===== src/design/bsfm_pkg.sv =====
/*
 * constants for the bank-select load and file-to-file move executor.
 * assumes a core that delivers 16-bit instruction words with a Q1 strobe
 * and owns a byte-wide data memory port outside this block.
 */
package bsfm_pkg;
	localparam logic [7:0]  OPC_BANK_LOAD   = 8'h01;
	localparam logic [3:0]  OPC_MOVE_FIRST  = 4'hc;
	localparam logic [3:0]  OPC_MOVE_SECOND = 4'hf;
	localparam logic [7:0]  BANK_RESET      = 8'h00;
	localparam logic [7:0]  BANK_KEEP_MASK  = 8'h0f;
	localparam int          ADDR_W          = 12;

	// position in the four-phase instruction cycle
	typedef enum logic [1:0] {
		BSFM_Q1,
		BSFM_Q2,
		BSFM_Q3,
		BSFM_Q4
	} bsfm_phase_e;

	// executor state across instruction cycles
	typedef enum logic [1:0] {
		BSFM_IDLE,
		BSFM_MOVE_WAIT,
		BSFM_MOVE_SECOND
	} bsfm_state_e;
endpackage : bsfm_pkg


===== src/design/bsfm_exec.sv =====
/*
 * executor for the bank-select literal load and the two-word file move.
 * assumes instr_word is stable from Q1 to Q4 of each cycle, that q1_start
 * pulses on the clock of Q1, and that mem_rdata is valid in the cycle after
 * mem_rd is asserted.
 */
module bsfm_exec (
	input  wire logic                       clk_sys,
	input  wire logic                       reset,
	input  wire logic                       q1_start,
	input  wire logic [15:0]                instr_word,
	input  wire logic [7:0]                 mem_rdata,
	output logic      [7:0]                 bank_select_register,
	output logic                            mem_rd,
	output logic                            mem_wr,
	output logic      [bsfm_pkg::ADDR_W-1:0] mem_addr,
	output logic      [7:0]                 mem_wdata,
	output logic                            flags_we,
	output logic                            move_busy
);
	// ************************************************************
	// phase counter
	// ************************************************************
	bsfm_pkg::bsfm_phase_e phase_q, phase_d;

	// q1_start resynchronises the phase; any strobe, stray or not, restarts the count at Q2
	always_comb begin
		if (q1_start) begin
			phase_d = bsfm_pkg::BSFM_Q2;
		end else begin
			unique case (phase_q)
				bsfm_pkg::BSFM_Q1: phase_d = bsfm_pkg::BSFM_Q2;
				bsfm_pkg::BSFM_Q2: phase_d = bsfm_pkg::BSFM_Q3;
				bsfm_pkg::BSFM_Q3: phase_d = bsfm_pkg::BSFM_Q4;
				bsfm_pkg::BSFM_Q4: phase_d = bsfm_pkg::BSFM_Q1;
			endcase
		end
	end

	always_ff @(posedge clk_sys) begin
		if (reset) phase_q <= bsfm_pkg::BSFM_Q4;
		else phase_q <= phase_d;
	end

	// ************************************************************
	// decode
	// ************************************************************
	logic is_bank_load;
	logic is_move_first;
	logic is_move_second;

	assign is_bank_load   = (instr_word[15:8] == bsfm_pkg::OPC_BANK_LOAD);
	assign is_move_first  = (instr_word[15:12] == bsfm_pkg::OPC_MOVE_FIRST);
	assign is_move_second = (instr_word[15:12] == bsfm_pkg::OPC_MOVE_SECOND);

	// ************************************************************
	// execution state
	// ************************************************************
	bsfm_pkg::bsfm_state_e state_q, state_d;
	logic [7:0]                  bank_q, bank_d;
	logic [7:0]                  hold_q, hold_d;
	logic [7:0]                  lit_q, lit_d;
	logic                        bank_pend_q, bank_pend_d;
	logic                        rd_q, rd_d;
	logic                        wr_q, wr_d;
	logic [bsfm_pkg::ADDR_W-1:0] addr_q, addr_d;
	logic [7:0]                  wdata_q, wdata_d;

	// the phase shown combinationally is the one being executed this cycle
	logic in_q1;
	logic in_q2;
	logic in_q3;
	logic in_q4;
	assign in_q1 = q1_start;
	assign in_q2 = !q1_start && phase_q == bsfm_pkg::BSFM_Q2;
	assign in_q3 = !q1_start && phase_q == bsfm_pkg::BSFM_Q3;
	assign in_q4 = !q1_start && phase_q == bsfm_pkg::BSFM_Q4;

	// one next-state block; memory strobes are registered one clock late
	always_comb begin
		state_d     = state_q;
		bank_d      = bank_q;
		hold_d      = hold_q;
		lit_d       = lit_q;
		bank_pend_d = bank_pend_q;
		rd_d        = 1'b0;
		wr_d        = 1'b0;
		addr_d      = addr_q;
		wdata_d     = wdata_q;
		unique case (state_q)
			bsfm_pkg::BSFM_IDLE: begin
				if (in_q1 && is_bank_load) begin
					bank_pend_d = 1'b1;
				end
				// first word of a move: the registered read shows in Q2
				if (in_q1 && is_move_first) begin
					state_d = bsfm_pkg::BSFM_MOVE_WAIT;
					rd_d    = 1'b1;
					addr_d  = instr_word[11:0];
				end
			end
			bsfm_pkg::BSFM_MOVE_WAIT: begin
				// source byte is captured below; Q4 of this cycle moves on to the second word
				if (in_q4) begin
					state_d = bsfm_pkg::BSFM_MOVE_SECOND;
				end
			end
			bsfm_pkg::BSFM_MOVE_SECOND: begin
				// second word: no read issued anywhere in this cycle
				if (in_q3 && is_move_second) begin
					wr_d    = 1'b1;
					addr_d  = instr_word[11:0];
					wdata_d = hold_q;
				end
				if (in_q4) begin
					state_d = bsfm_pkg::BSFM_IDLE;
				end
			end
			default: state_d = bsfm_pkg::BSFM_IDLE;
		endcase
		// source byte arrives in Q3 and is held in place for the write
		if (state_q == bsfm_pkg::BSFM_MOVE_WAIT && in_q3) begin
			hold_d = mem_rdata;
		end
		// literal read in Q2, written in Q4
		if (bank_pend_q && in_q2) begin
			lit_d = instr_word[7:0];
		end
		if (bank_pend_q && in_q4) begin
			bank_d      = lit_q & bsfm_pkg::BANK_KEEP_MASK;
			bank_pend_d = 1'b0;
		end
	end

	always_ff @(posedge clk_sys) begin
		if (reset) begin
			state_q     <= bsfm_pkg::BSFM_IDLE;
			bank_q      <= bsfm_pkg::BANK_RESET;
			hold_q      <= 8'h00;
			lit_q       <= 8'h00;
			bank_pend_q <= 1'b0;
			rd_q        <= 1'b0;
			wr_q        <= 1'b0;
			addr_q      <= '0;
			wdata_q     <= 8'h00;
		end else begin
			state_q     <= state_d;
			bank_q      <= bank_d;
			hold_q      <= hold_d;
			lit_q       <= lit_d;
			bank_pend_q <= bank_pend_d;
			rd_q        <= rd_d;
			wr_q        <= wr_d;
			addr_q      <= addr_d;
			wdata_q     <= wdata_d;
		end
	end

	// ************************************************************
	// outputs
	// ************************************************************
	assign bank_select_register = bank_q;
	assign mem_rd               = rd_q;
	assign mem_wr               = wr_q;
	assign mem_addr             = addr_q;
	assign mem_wdata            = wdata_q;
	assign flags_we             = 1'b0;
	assign move_busy            = (state_q != bsfm_pkg::BSFM_IDLE);

	// ************************************************************
	// checks
	// ************************************************************
	bank_nibble_zero_a: assert property (@(posedge clk_sys) disable iff (reset)
		bank_select_register[7:4] == 4'h0)
		else $error("bank register upper nibble not zero");

	bank_load_q4_a: assert property (@(posedge clk_sys) disable iff (reset)
		(in_q1 && is_bank_load && state_q == bsfm_pkg::BSFM_IDLE)
		|-> ##4 (bank_select_register == ($past(instr_word[7:0], 4) & bsfm_pkg::BANK_KEEP_MASK)))
		else $error("bank load literal not written by Q4");

	bank_one_cycle_a: assert property (@(posedge clk_sys) disable iff (reset)
		(in_q1 && is_bank_load && state_q == bsfm_pkg::BSFM_IDLE) |-> ##4 !bank_pend_q)
		else $error("bank load took longer than one cycle");

	no_flags_a: assert property (@(posedge clk_sys) disable iff (reset)
		!flags_we)
		else $error("flags written");

	move_read_q2_a: assert property (@(posedge clk_sys) disable iff (reset)
		mem_rd |-> (phase_q == bsfm_pkg::BSFM_Q2 && state_q == bsfm_pkg::BSFM_MOVE_WAIT))
		else $error("source read outside Q2 of move cycle one");

	no_second_read_a: assert property (@(posedge clk_sys) disable iff (reset)
		(state_q == bsfm_pkg::BSFM_MOVE_SECOND) |-> !mem_rd)
		else $error("read during move cycle two");

	move_write_q4_a: assert property (@(posedge clk_sys) disable iff (reset)
		mem_wr |-> (phase_q == bsfm_pkg::BSFM_Q4 && mem_wdata == hold_q
		&& state_q == bsfm_pkg::BSFM_MOVE_SECOND))
		else $error("move write not in Q4 or wrong data");

	move_sequence_a: assert property (@(posedge clk_sys) disable iff (reset)
		(in_q1 && is_move_first && state_q == bsfm_pkg::BSFM_IDLE)
		|=> state_q == bsfm_pkg::BSFM_MOVE_WAIT)
		else $error("move first word not taken");

	move_read_addr_a: assert property (@(posedge clk_sys) disable iff (reset)
		mem_rd |-> (mem_addr == $past(instr_word[11:0])))
		else $error("source read at wrong address");

	move_write_addr_a: assert property (@(posedge clk_sys) disable iff (reset)
		mem_wr |-> (mem_addr == $past(instr_word[11:0])))
		else $error("move write at wrong address");

	move_two_cycles_a: assert property (@(posedge clk_sys) disable iff (reset)
		(in_q1 && is_move_first && state_q == bsfm_pkg::BSFM_IDLE) |-> ##8 !move_busy)
		else $error("move did not finish in two cycles");

	bank_q4_only_a: assert property (@(posedge clk_sys) disable iff (reset)
		!$stable(bank_select_register) |-> ($past(phase_q) == bsfm_pkg::BSFM_Q4))
		else $error("bank register changed outside Q4");
endmodule : bsfm_exec


===== config.mk =====
export PLATFORM = sky130hd
export DESIGN_NAME = bsfm_exec
export DESIGN_NICKNAME = d
export VERILOG_FILES = /design/src/design/bsfm_pkg.sv /design/src/design/bsfm_exec.sv
export SDC_FILE = /design/constraint.sdc
export NUM_CORES = 1
export LEC_CHECK = 0
export BUFFER_PORTS_ARGS = -buffer_cell sky130_fd_sc_hd__buf_2
export CORE_MARGIN = 3
export CORE_UTILIZATION = 40
export CTS_BUF_LIST = sky130_fd_sc_hd__clkbuf_16
export CTS_CLUSTER_SIZE = 20
export DETAILED_ROUTE_END_ITERATION = 6
export MAX_ROUTING_LAYER = met4
export PLACE_DENSITY = 0.66
export SYNTH_ARGS = -nofsm -noshare
export SYNTH_HDL_FRONTEND = slang
export SYNTH_SLANG_ARGS = --single-unit

===== constraint.sdc =====
create_clock -name clk_sys -period 2.06 [get_ports clk_sys]
set_input_delay 0 -clock clk_sys [delete_from_list [all_inputs] [get_ports clk_sys]]
set_output_delay 0 -clock clk_sys [all_outputs]
set_load 0.1 [all_outputs]

After elaboration in Yosys (flattened, before gate mapping)
Cells that the tools add are included.
Widths: inputs -> output; s select.
{"block": "word_totals", "out_inout_bits": 32, "ff_bits": 43, "in_bits": 27, "wordCells": 58}
{"block": "op_classes", "muxes": 11, "reduce_logical": 22, "n_eq_ne": 12, "bitwise_logic": 2}
{"op": "$mux 12", "count": 2}
{"op": "$pmux 12 s2", "count": 1}
{"op": "$logic_and 1x1->1", "count": 9}
{"op": "$eq 4x4->1 const B", "count": 2}
{"op": "$eq 8x1->1 const B", "count": 1}
{"op": "$mux 2", "count": 4}
{"op": "$ne 2x2->1 const B", "count": 4}
{"op": "$pmux 2 s4", "count": 1}
{"op": "$reduce_or 2->1", "count": 4}
{"op": "$eq 2x2->1 const B", "count": 3}
{"op": "$pmux 2 s3", "count": 1}
{"op": "$reduce_and 3->1", "count": 2}
{"op": "$eq 2x1->1 const B", "count": 2}
{"op": "$logic_not 2->1", "count": 2}
{"op": "$reduce_and 2->1", "count": 2}
{"op": "$reduce_bool 2->1", "count": 2}
{"op": "$mux 1", "count": 2}
{"op": "$not 1->1", "count": 2}
{"op": "$logic_not 1->1", "count": 1}

Depth between registers and ports, before layout
Gate-level depths: netlist of run 1.
{"block": "logic_depth", "word_depth": 5, "depth_mapped": 8, "mapped_depth_nobuf": 6}

Least setup slack after synthesis of run 1
No wires, ideal clock.
{"block": "synth_path", "path_kind": "register -> register", "start": "reg state_q[0]", "end": "reg addr_q, in the netlist mem_addr[10]", "path_buffers": 1, "path_slack_ps": -23, "synth_period_minus_slack_ps": 2083, "arrival_ps": 2011, "setup_ps": 72, "required_time_ps": 1988, "stages_incl_launch_ff": 6, "path_cell_list": "dfxtp_1 > or2_1 > or4_4 > o21bai_4 > buf_12 > mux2i_1"}
{"block": "synth_between", "elab_chain_cells": 3, "elab_cells_between_ends": 7, "classes_between": "eq/ne: 3; mux: 1; reduce/logical: 3"}
{"item": "from (decl)", "line": "bsfm_exec.sv:59", "source": "bsfm_pkg::bsfm_state_e state_q, state_d;"}
{"item": "from (signal assigned)", "line": "bsfm_exec.sv:137", "source": "state_q <= bsfm_pkg::BSFM_IDLE;"}
{"item": "from (signal assigned)", "line": "bsfm_exec.sv:147", "source": "state_q <= state_d;"}
{"item": "$eq 2x2->1 or $logic_not 2->1 (tied branches)", "line": "bsfm_exec.sv:90", "source": "unique case (state_q)"}
{"item": "$ne 2x2->1 (no line) or $reduce_bool 2->1 (tied branches)"}
{"item": "$reduce_and 3->1 (no line)"}
{"item": "to (signal assigned)", "line": "bsfm_exec.sv:154", "source": "addr_q <= addr_d;"}
{"item": "to (decl)", "line": "bsfm_exec.sv:66", "source": "logic [bsfm_pkg::ADDR_W-1:0] addr_q, addr_d;"}
Parallel ways exist; a longest one is shown, timed or not.
A chain may end at the register's enable or synchronous reset.

Worst setup path in the final report of run 1
{"block": "layout_path", "start": "reg state_q[0]", "end": "reg addr_q, in the netlist mem_addr[7]"}
The elaborated chain is that of the path after synthesis.

==> flow_summary_export.csv, run 1 <==
group,metric,value,unit
detailed_routing,drt_iter0_markers,53,
setup_path,crit_arrival,1.96,ns
setup_path,reg2reg_from,"state_q[0]",
timing,rsz0062_at_grt,"no",
detailed_routing,wl_per_cell,12.3,µm
timing,clock.fmax,569,MHz
synth,synth-adder-area-share,0.0278,
synth,syn_inst,181,
detailed_routing,drc,0,
setup_path,crit_chain,"or2_2 -> or4_4 -> o21bai_4 -> buf_4 -> mux2i_1",
setup_path,slowest_delay,0.46,ns
synth,ys_types,27,
cts,clockBufferDepth,2,
setup_path,crit_buf_inv,1,
placement,pre_cts_slack,0.311,ns
setup_path,regToRegEndpoint,"mem_addr[7]",
timing,whs,-0.0000464,ns
synth,synth-edff-count,0,
floorplanning,die_h,73.1,µm
floorplanning,start_util,0.431,
timing,finalCritPeriodShare,0.853,
floorplanning,coreArea,4170,µm²
synth,synth_top_family_by_area,"simple AND/OR/NAND/NOR gates",
pwr,power.density,781,nW/µm²
timing,period_needed,1.76,ns
setup_path,required,2.27,ns
timing,setup_violations,0,
placement,portBuffers,53,
min_path,hold_depth,3,
finish,finalNetCount,282,
cts,cts_resized,0,
outcome,status,"finished with violations",
setup_path,cp-end-kind,"flip-flop",
timing,final.setup.tns,0,ns
setup_path,start_kind,"flip-flop",
pwr,power.leakage,1.07,nW
synth,ys.flop_type,"dfxtp_1",
timing,slew_viol_final,0,
global_routing,grt_pass1_vias,1407,
flow_run,cap_violations,0,
detailed_routing,firstDrtPassIters,4,
synth,synthTopCellsByCount,"dfxtp_1, mux2i_1, nand2b_1",
finish,diodes,0,
setup_path,reg2reg_slack,0.30,ns
detailed_routing,drt-total-wl,3.70,mm
synth,synth_compound_area_frac,0.0382,
detailed_routing,vias_per_cell,4.63,
synth,synth_area_leaders,"dfxtp_1, mux2i_1, nand2b_1, nor2_1, ha_1",
floorplanning,io_pins,59,
cts,clkLatencyLatePin,0.28,ns
synth,async_flop_share,0,
min_path,worstHoldStart,"instr_word[10]",
detailed_routing,route.vias.total,1394,
synth,synthMuxAreaShare,0.178,
cts,cts_made_buffers,5,
setup_path,crit_family,"simple AND/OR/NAND/NOR gates",
synth,syn-cell-area,1800,µm²
cts,cts_max_level,2,
timing,hold_viol,1,
cts,clk_pin_slew,0.06,ns
cts,cts_root_buf,"clkbuf_16",
outcome,violations,"negative hold slack",
setup_path,crit_start,"state_q[0]",
min_path,hp-class,"primary input to flip-flop",
synth,synthXorXnorAreaFrac,0,
floorplanning,std_cell_rows,23,
finish,syn2layout_area_growth,34.4,%
global_routing,grt_use_total,0.155,
setup_path,path_class,"flip-flop to flip-flop",
synth,synth_seq_cells,43,
global_routing,grt_max_degree,37,
synth,yosys.area_share.simple,0.212,
cts,cts_tree,"built",
synth,ys_seq_area_frac,0.478,
placement,place_hpwl,2.55,mm
setup_path,critPathSlowestCell,"or4_4",
placement,gp_congestion,0.728,
synth,avgSynthCellArea,9.94,µm²
min_path,holdPathEnd,"mem_addr[10]",
pwr,peakVddDrop,0.578,mV
global_routing,grt-ovfl-total,0,
synth,synth.most_common_cell,"dfxtp_1",
finish,fillers,378,
synth,synth_top_cell_by_area,"dfxtp_1",
setup_path,ff2ff_path_depth,5,
finish,seqCellArea,861,µm²
finish,drive_gt1_frac,0.267,
timing,finClkSkew,0.00486,ns
global_routing,grt_pass1_wl,6.29,mm
synth,yosysWarningCount,0,
floorplanning,die_w,73.1,µm
synth,synth_top_cell_area_share,0.478,
cts,cts_num_sinks,43,
detailed_routing,postRouteAntennaNets,0,
timing,setup_slack,0.303,ns
global_routing,grt_antenna_before_repair,0,
setup_path,worst-path-max-fanout,12,
floorplanning,die_area,5340,µm²
finish,multi_input_comb_area,845,µm²
cells by family (layout without fill, tap and decap cells):
family	count (synthesis)	count (layout)
multiplexers	32	32
flip-flops	43	43
buffers and inverters	20	86
other	1	5
AO/OA/AOI/OAI	9	9
adder cells (fa/ha/maj)	4	4
AND/OR/NAND/NOR	72	72
state kept, by name (all words and copies together), names as in the netlist:
name and cells:
mem_addr 12, lit_q 4, phase_q 2, bank_pend_q 1, hold_q 8, mem_rd 1, mem_wr 1, mem_wdata 8
state_q 2, bank_select_register 4
tightest hold or removal path, stage by stage:
cell and delay [ns]:
buf_2 0.10, nand2b_1 0.06, mux2i_1 0.06
routing by layer:
layer,share of wire,vias to the layer above,wire [µm],track usage
met5,0,-,0,-
met4,0.014,0,53,0.0553
met3,0.046,6,172,0.0427
met2,0.48,38,1760,0.252
met1,0.46,621,1720,0.183
li1,-,729,-,-
cells in the final DEF, fill, tap and decap left out:
cell type	synthesis	layout
clkbuf_16	0	5
bufinv_16	0	1
nor3_2	0	1
ha_1	4	4
conb_1	1	5
o21bai_4	1	1
nor2_1	22	22
or4_4	1	1
or4_1	3	3
nor3b_1	1	1
nand3_1	5	5
nor2b_1	2	2
dlygate4sd3_1	0	18
or2_2	0	1
nand4b_1	1	1
inv_1	4	5
nor3_1	2	1
nand2_1	7	7
a2bb2oi_1	1	1
o32ai_1	1	1
a21o_1	1	1
nand2b_1	25	25
a21oi_1	5	5
dfxtp_1	43	43
buf_4	5	4
buf_2	3	53
nor4_1	1	1
mux2i_1	32	32
and3_1	1	1
metrics by stage:
stage / instance area, µm² / util / total power, mW / cells / hold slack (ns)
after floorplan: 1810 / - / 0.988 / 185 / 0.104
after global placement: 2080 / 0.498 / 1.02 / 276 / 0.238
after detailed placement: 2080 / 0.498 / 1.02 / 276 / 0.245
after CTS: 2420 / 0.579 / 1.91 / 301 / 0.00365
after global routing: 2420 / 0.579 / 1.97 / 301 / 0.00307
final: 2420 / 0.579 / 1.89 / 301 / -0.0000464
where the power goes:
part	switching [mW]	internal [mW]	leakage, nW
Clock	0.295	0.560	0.0811
Sequential	0.00470	0.839	0.347
Combinational	0.120	0.0690	0.640
layout make-up:
cell class                 count  area share
sequential                    43       0.356
multi-input combinational    122       0.349
timing repair buffer          75       0.197
clock buffer                   5      0.0518
tap                           50      0.0259
clock inverter                 2      0.0140
inverter                       4     0.00621
worst max path at each step:
| stage | end | slack [ns] | cells after the start |
|---|---|---|---|
| global placement | mem_addr[3] | 0.35 | 5 |
| CTS | mem_addr[7] | 0.29 | 5 |
| detailed placement | mem_addr[7] | 0.31 | 5 |
| finish | mem_addr[7] | 0.30 | 5 |
| floorplan | mem_addr[10] | 0.12 | 5 |
| global route | mem_addr[8] | 0.21 | 5 |
what timing repair did:
| action | CTS | global route |
|---|---|---|
| hold buffers | 18 | 0 |
| endpoints found under the hold margin | 19 | 0 |
| buffers inserted | 0 | 0 |
Note: power is estimated with default switching activity, not from simulation.
==> run 2: changes to the inputs <==
==> constraint.sdc (replaced) <==
create_clock -name clk_sys -period 2.06 [get_ports clk_sys]
set_input_delay 0.206 -clock clk_sys [delete_from_list [all_inputs] [get_ports clk_sys]]
set_output_delay 0.206 -clock clk_sys [all_outputs]
set_load 0.1 [all_outputs]
==> run 2 against run 1 <==
The flow now finishes without violations. Combinational power shrank 14%. Maximum frequency shrank 0.28%. Die area unchanged. Sequential power about the same. Design area decreased by 8.2%. Count of clock-buffer cells in the layout did not move. Clock skew decreased by 0.0031 ns. Global-route usage down 1.5 points. Critical path type unchanged. Largest cell class unchanged.
==> flow_summary_export.csv, run 2 (synthesis results as in run 1) <==
group,metric,value,unit
cts,holdBufCountCts,0,
setup_path,critPathSlowestCell,"or4_4",
setup_path,path_class,"flip-flop to flip-flop",
floorplanning,start_util,0.431,
cts,cts_resized,0,
floorplanning,die_area,5340,µm²
global_routing,grt_antenna_before_repair,0,
pwr,p_comb_frac,0.093,
detailed_routing,postRouteAntennaNets,0,
cts,clk_pin_slew,0.06,ns
timing,setup_violations,0,
floorplanning,coreArea,4170,µm²
cts,cts_made_buffers,5,
timing,final.setup.tns,0,ns
global_routing,grt-ovfl-total,0,
pwr,power.switching,426,µW
timing,period_needed,1.76,ns
pwr,p_int,1.33,mW
detailed_routing,route.vias.total,1312,
timing,hold_viol,0,
detailed_routing,drt-total-wl,3.49,mm
cts,cts_max_level,2,
finish,largest_reg_flops,12,
setup_path,crit_buf_inv,1,
setup_path,crit_chain,"or2_2 -> or4_4 -> o21bai_4 -> buf_4 -> mux2i_1",
pwr,p_sw_frac,0.243,
finish,layout_commonest_cell,"buf_2",
outcome,status,"completed",
setup_path,crit_arrival,1.96,ns
pwr,power.density,790,nW/µm²
detailed_routing,drt_iter0_markers,66,
floorplanning,std_cell_rows,23,
global_routing,grt_use_total,0.140,
finish,finalNetCount,264,
floorplanning,die_w,73.1,µm
setup_path,required,2.26,ns
global_routing,grt_max_degree,55,
finish,final_cell_mix,"buf_2, dfxtp_1, mux2i_1",
placement,place_hpwl,2.58,mm
setup_path,cp-end-kind,"flip-flop",
timing,rsz0062_at_grt,"no",
placement,gp_congestion,0.720,
flow_run,cap_violations,0,
cts,cts_num_sinks,43,
timing,finalCritPeriodShare,0.855,
timing,finClkSkew,0.00175,ns
finish,syn2layout_area_growth,23.4,%
setup_path,worst-path-max-fanout,12,
setup_path,slowest_delay,0.46,ns
pwr,total_power,1.75,mW
placement,portBuffers,53,
floorplanning,die_h,73.1,µm
finish,fillers,414,
global_routing,grt_pass1_wl,5.75,mm
pwr,seqPwrFrac,0.481,
detailed_routing,wl_per_cell,12.3,µm
cts,clkLatencyLatePin,0.27,ns
setup_path,crit_family,"simple AND/OR/NAND/NOR gates",
setup_path,start_kind,"flip-flop",
cts,clockBufferDepth,2,
pwr,power.leakage,0.983,nW
timing,slew_viol_final,0,
pwr,p_clk_frac,0.426,
pwr,peakVddDrop,0.477,mV
cts,cts_setup_buffers,0,
finish,diodes,0,
detailed_routing,drc,0,
detailed_routing,vias_per_cell,4.62,
detailed_routing,firstDrtPassIters,4,
floorplanning,io_pins,59,
min_path,hp-class,"primary input to flip-flop",
finish,drive_gt1_frac,0.291,
timing,clock.fmax,568,MHz
cts,cts_root_buf,"clkbuf_16",
global_routing,grt_pass1_vias,1263,
cts,cts_tree,"built",
[run 2: cell type report]
type                            count  area (µm²)  area share
Clock buffer                        5         125      0.0564
Clock inverter                      3        16.3     0.00733
Sequential cell                    43         861       0.388
Tap cell                           50        62.6      0.0282
Inverter                            4        15.0     0.00676
Multi-Input combinational cell    122         845       0.380
Timing Repair Buffer               57         295       0.133
[run 2: metal layers]
layer,part of all wire,vias to the layer above,GRT usage
li1,-,696,-
met1,0.47,582,0.178
met2,0.47,32,0.222
met3,0.062,2,0.0441
met4,0.0023,0,0.0246
met5,0,-,-
[run 2: power groups by stage]
stage / registers [mW] / logic [mW] / clock network [mW]
2_1_floorplan: 0.884 / 0.104 / 0
3_3_place_gp: 0.862 / 0.163 / 0
3_5_place_dp: 0.862 / 0.163 / 0
4_1_cts: 0.843 / 0.164 / 0.766
5_1_grt: 0.843 / 0.176 / 0.801
6_report: 0.843 / 0.163 / 0.748
[run 2: path summary, 6_finish.rpt]
check                          start                      end  slack [ns]  depth (start not counted)
min                         q1_start               phase_q[0]        0.16                          2
min reg2reg  bank_select_register[0]  bank_select_register[0]        0.45                          2
max reg2reg               state_q[0]              mem_addr[4]        0.30                          5
max                       state_q[0]              mem_addr[4]        0.30                          5
[run 2: metrics by stage]
step	instances	utilization	instance area (µm²)	hold WS (ns)	setup WS (ns)
global placement	276	0.498	2080	0.434	0.351
floorplan	185	-	1810	0.310	0.116
detailed placement	276	0.498	2080	0.443	0.309
finish	284	0.532	2220	0.160	0.298
CTS	284	0.532	2220	0.151	0.297
global route	284	0.532	2220	0.166	0.192
==> run 3: changes to the inputs <==
--- a/config.mk
+++ b/config.mk
@@ -12,7 +12,7 @@
 export CTS_CLUSTER_SIZE = 20
 export DETAILED_ROUTE_END_ITERATION = 6
 export MAX_ROUTING_LAYER = met4
-export PLACE_DENSITY = 0.66
+export PLACE_DENSITY_LB_ADDON = 0.1
 export SYNTH_ARGS = -nofsm -noshare
 export SYNTH_HDL_FRONTEND = slang
 export SYNTH_SLANG_ARGS = --single-unit
==> constraint.sdc (replaced) <==
create_clock -name clk_sys -period 2.06 [get_ports clk_sys]
set_input_delay 0.206 -clock clk_sys [delete_from_list [all_inputs] [get_ports clk_sys]]
set_output_delay 0.206 -clock clk_sys [all_outputs]
set_load 0.01 [all_outputs]
==> run 3 against run 2 <==
Total power decreased by 4.5%. Non-clock buffer count decreased by 2. Register-to-register slack got worse by 0.07 ns. Die area unchanged. Clock power decreased by 2%. Cell count decreased by 0.70%.
==> flow_summary_export.csv, run 3 (synthesis results as in run 1) <==
group,metric,value,unit
outcome,status,"completed",
detailed_routing,wl_per_cell,13.4,µm
global_routing,grt_pass1_vias,1360,
pwr,power.density,762,nW/µm²
detailed_routing,drc,0,
pwr,p_clk_frac,0.436,
detailed_routing,postRouteAntennaNets,0,
floorplanning,die_w,73.1,µm
floorplanning,die_h,73.1,µm
cts,cts_setup_buffers,0,
setup_path,worst-path-max-fanout,12,
detailed_routing,route.vias.total,1382,
cts,cts_max_level,2,
timing,final.setup.tns,0,ns
timing,tightest_slew,0.575,ns
finish,finalNetCount,262,
placement,place_hpwl,2.82,mm
finish,final_cell_mix,"buf_2, dfxtp_1, mux2i_1",
finish,drive_gt1_frac,0.272,
timing,finClkSkew,0.00185,ns
pwr,p_int,1.32,mW
detailed_routing,drt-total-wl,3.77,mm
finish,largest_reg_flops,12,
timing,clock.fmax,547,MHz
setup_path,required,2.26,ns
pwr,seqPwrFrac,0.504,
setup_path,start_kind,"flip-flop",
global_routing,grt_max_degree,30,
timing,relSlewSlack,0.616,
cts,clockBufferDepth,2,
finish,syn2layout_area_growth,22.3,%
pwr,p_comb_frac,0.060,
pwr,p_sw_frac,0.212,
timing,rsz0062_at_grt,"no",
floorplanning,std_cell_rows,23,
finish,fillers,381,
floorplanning,start_util,0.431,
floorplanning,die_area,5340,µm²
flow_run,cap_violations,0,
cts,cts_made_buffers,5,
timing,slew_viol_final,0,
pwr,total_power,1.68,mW
cts,clk_pin_slew,0.06,ns
pwr,power.leakage,0.970,nW
detailed_routing,vias_per_cell,4.90,
timing,period_needed,1.83,ns
global_routing,grt-ovfl-total,0,
timing,setup_violations,0,
pwr,power.switching,356,µW
setup_path,crit_arrival,2.03,ns
floorplanning,io_pins,59,
setup_path,ff2ff_path_depth,4,
cts,cts_num_sinks,43,
cts,clkLatencyLatePin,0.28,ns
detailed_routing,firstDrtPassIters,4,
placement,pre_cts_slack,0.227,ns
floorplanning,coreArea,4170,µm²
pwr,peakVddDrop,0.486,mV
setup_path,cp-end-kind,"flip-flop",
cts,cts_tree,"built",
global_routing,grt_use_total,0.157,
finish,final_util,0.527,
placement,portBuffers,53,
cts,cts_root_buf,"clkbuf_16",
detailed_routing,drt_iter0_markers,81,
timing,finalCritPeriodShare,0.887,
timing,whs,0.159,ns
finish,layout_commonest_cell,"buf_2",
global_routing,grt_pass1_wl,6.27,mm
min_path,hp-class,"primary input to flip-flop",
timing,hold_viol,0,
min_path,hold_depth,3,
setup_path,path_class,"flip-flop to flip-flop",
cts,cts_resized,0,
placement,gp_congestion,0.814,
global_routing,grt_antenna_before_repair,0,
finish,diodes,0,
timing,setup_slack,0.233,ns
cts,holdBufCountCts,0,
==> run 3: metrics by stage <==
stage / cell area, µm² / std cells
6_report: 2200 / 282
5_1_grt: 2200 / 282
4_1_cts: 2200 / 282
3_5_place_dp: 2060 / 274
3_3_place_gp: 2060 / 274
2_1_floorplan: 1810 / 185
==> run 3: worst paths after layout <==
| check | from | endpoint | slack [ns] |
|---|---|---|---|
| max | state_q[0] | mem_addr[5] | 0.23 |
| min | mem_rdata[3] | hold_q[3] | 0.16 |
| max reg2reg | state_q[0] | mem_addr[5] | 0.23 |
| min reg2reg | bank_select_register[0] | bank_select_register[0] | 0.46 |
==> run 3: cell type report <==
type / instances / area [µm²] / area share
Clock buffer: 5 / 125 / 0.0569
Clock inverter: 3 / 11.3 / 0.00512
Inverter: 4 / 15.0 / 0.00683
Multi-Input combinational cell: 122 / 845 / 0.384
Sequential cell: 43 / 861 / 0.391
Tap cell: 50 / 62.6 / 0.0284
Timing Repair Buffer: 55 / 280 / 0.127
==> run 3: critical path, stage by stage, from the launching register on <==
cell	delay (ns)
dfxtp_1	0.32
or2_1	0.25
or4_4	0.47
o21bai_4	0.45
mux2i_1	0.25
==> run 3: routing by layer <==
metal	share of wire	track usage	vias to the layer above
li1	-	-	690
met1	0.43	0.185	637
met2	0.49	0.252	50
met3	0.071	0.0551	5
met4	0.012	0.0430	0
met5	0	-	-
==> run 3: power groups by stage <==
stage               logic, mW  registers, mW  clock network (mW)
floorplan              0.0647          0.862                   0
global placement       0.0967          0.861                   0
detailed placement      0.101          0.862                   0
CTS                     0.101          0.843               0.739
global route            0.114          0.844               0.787
finish                  0.101          0.843               0.731
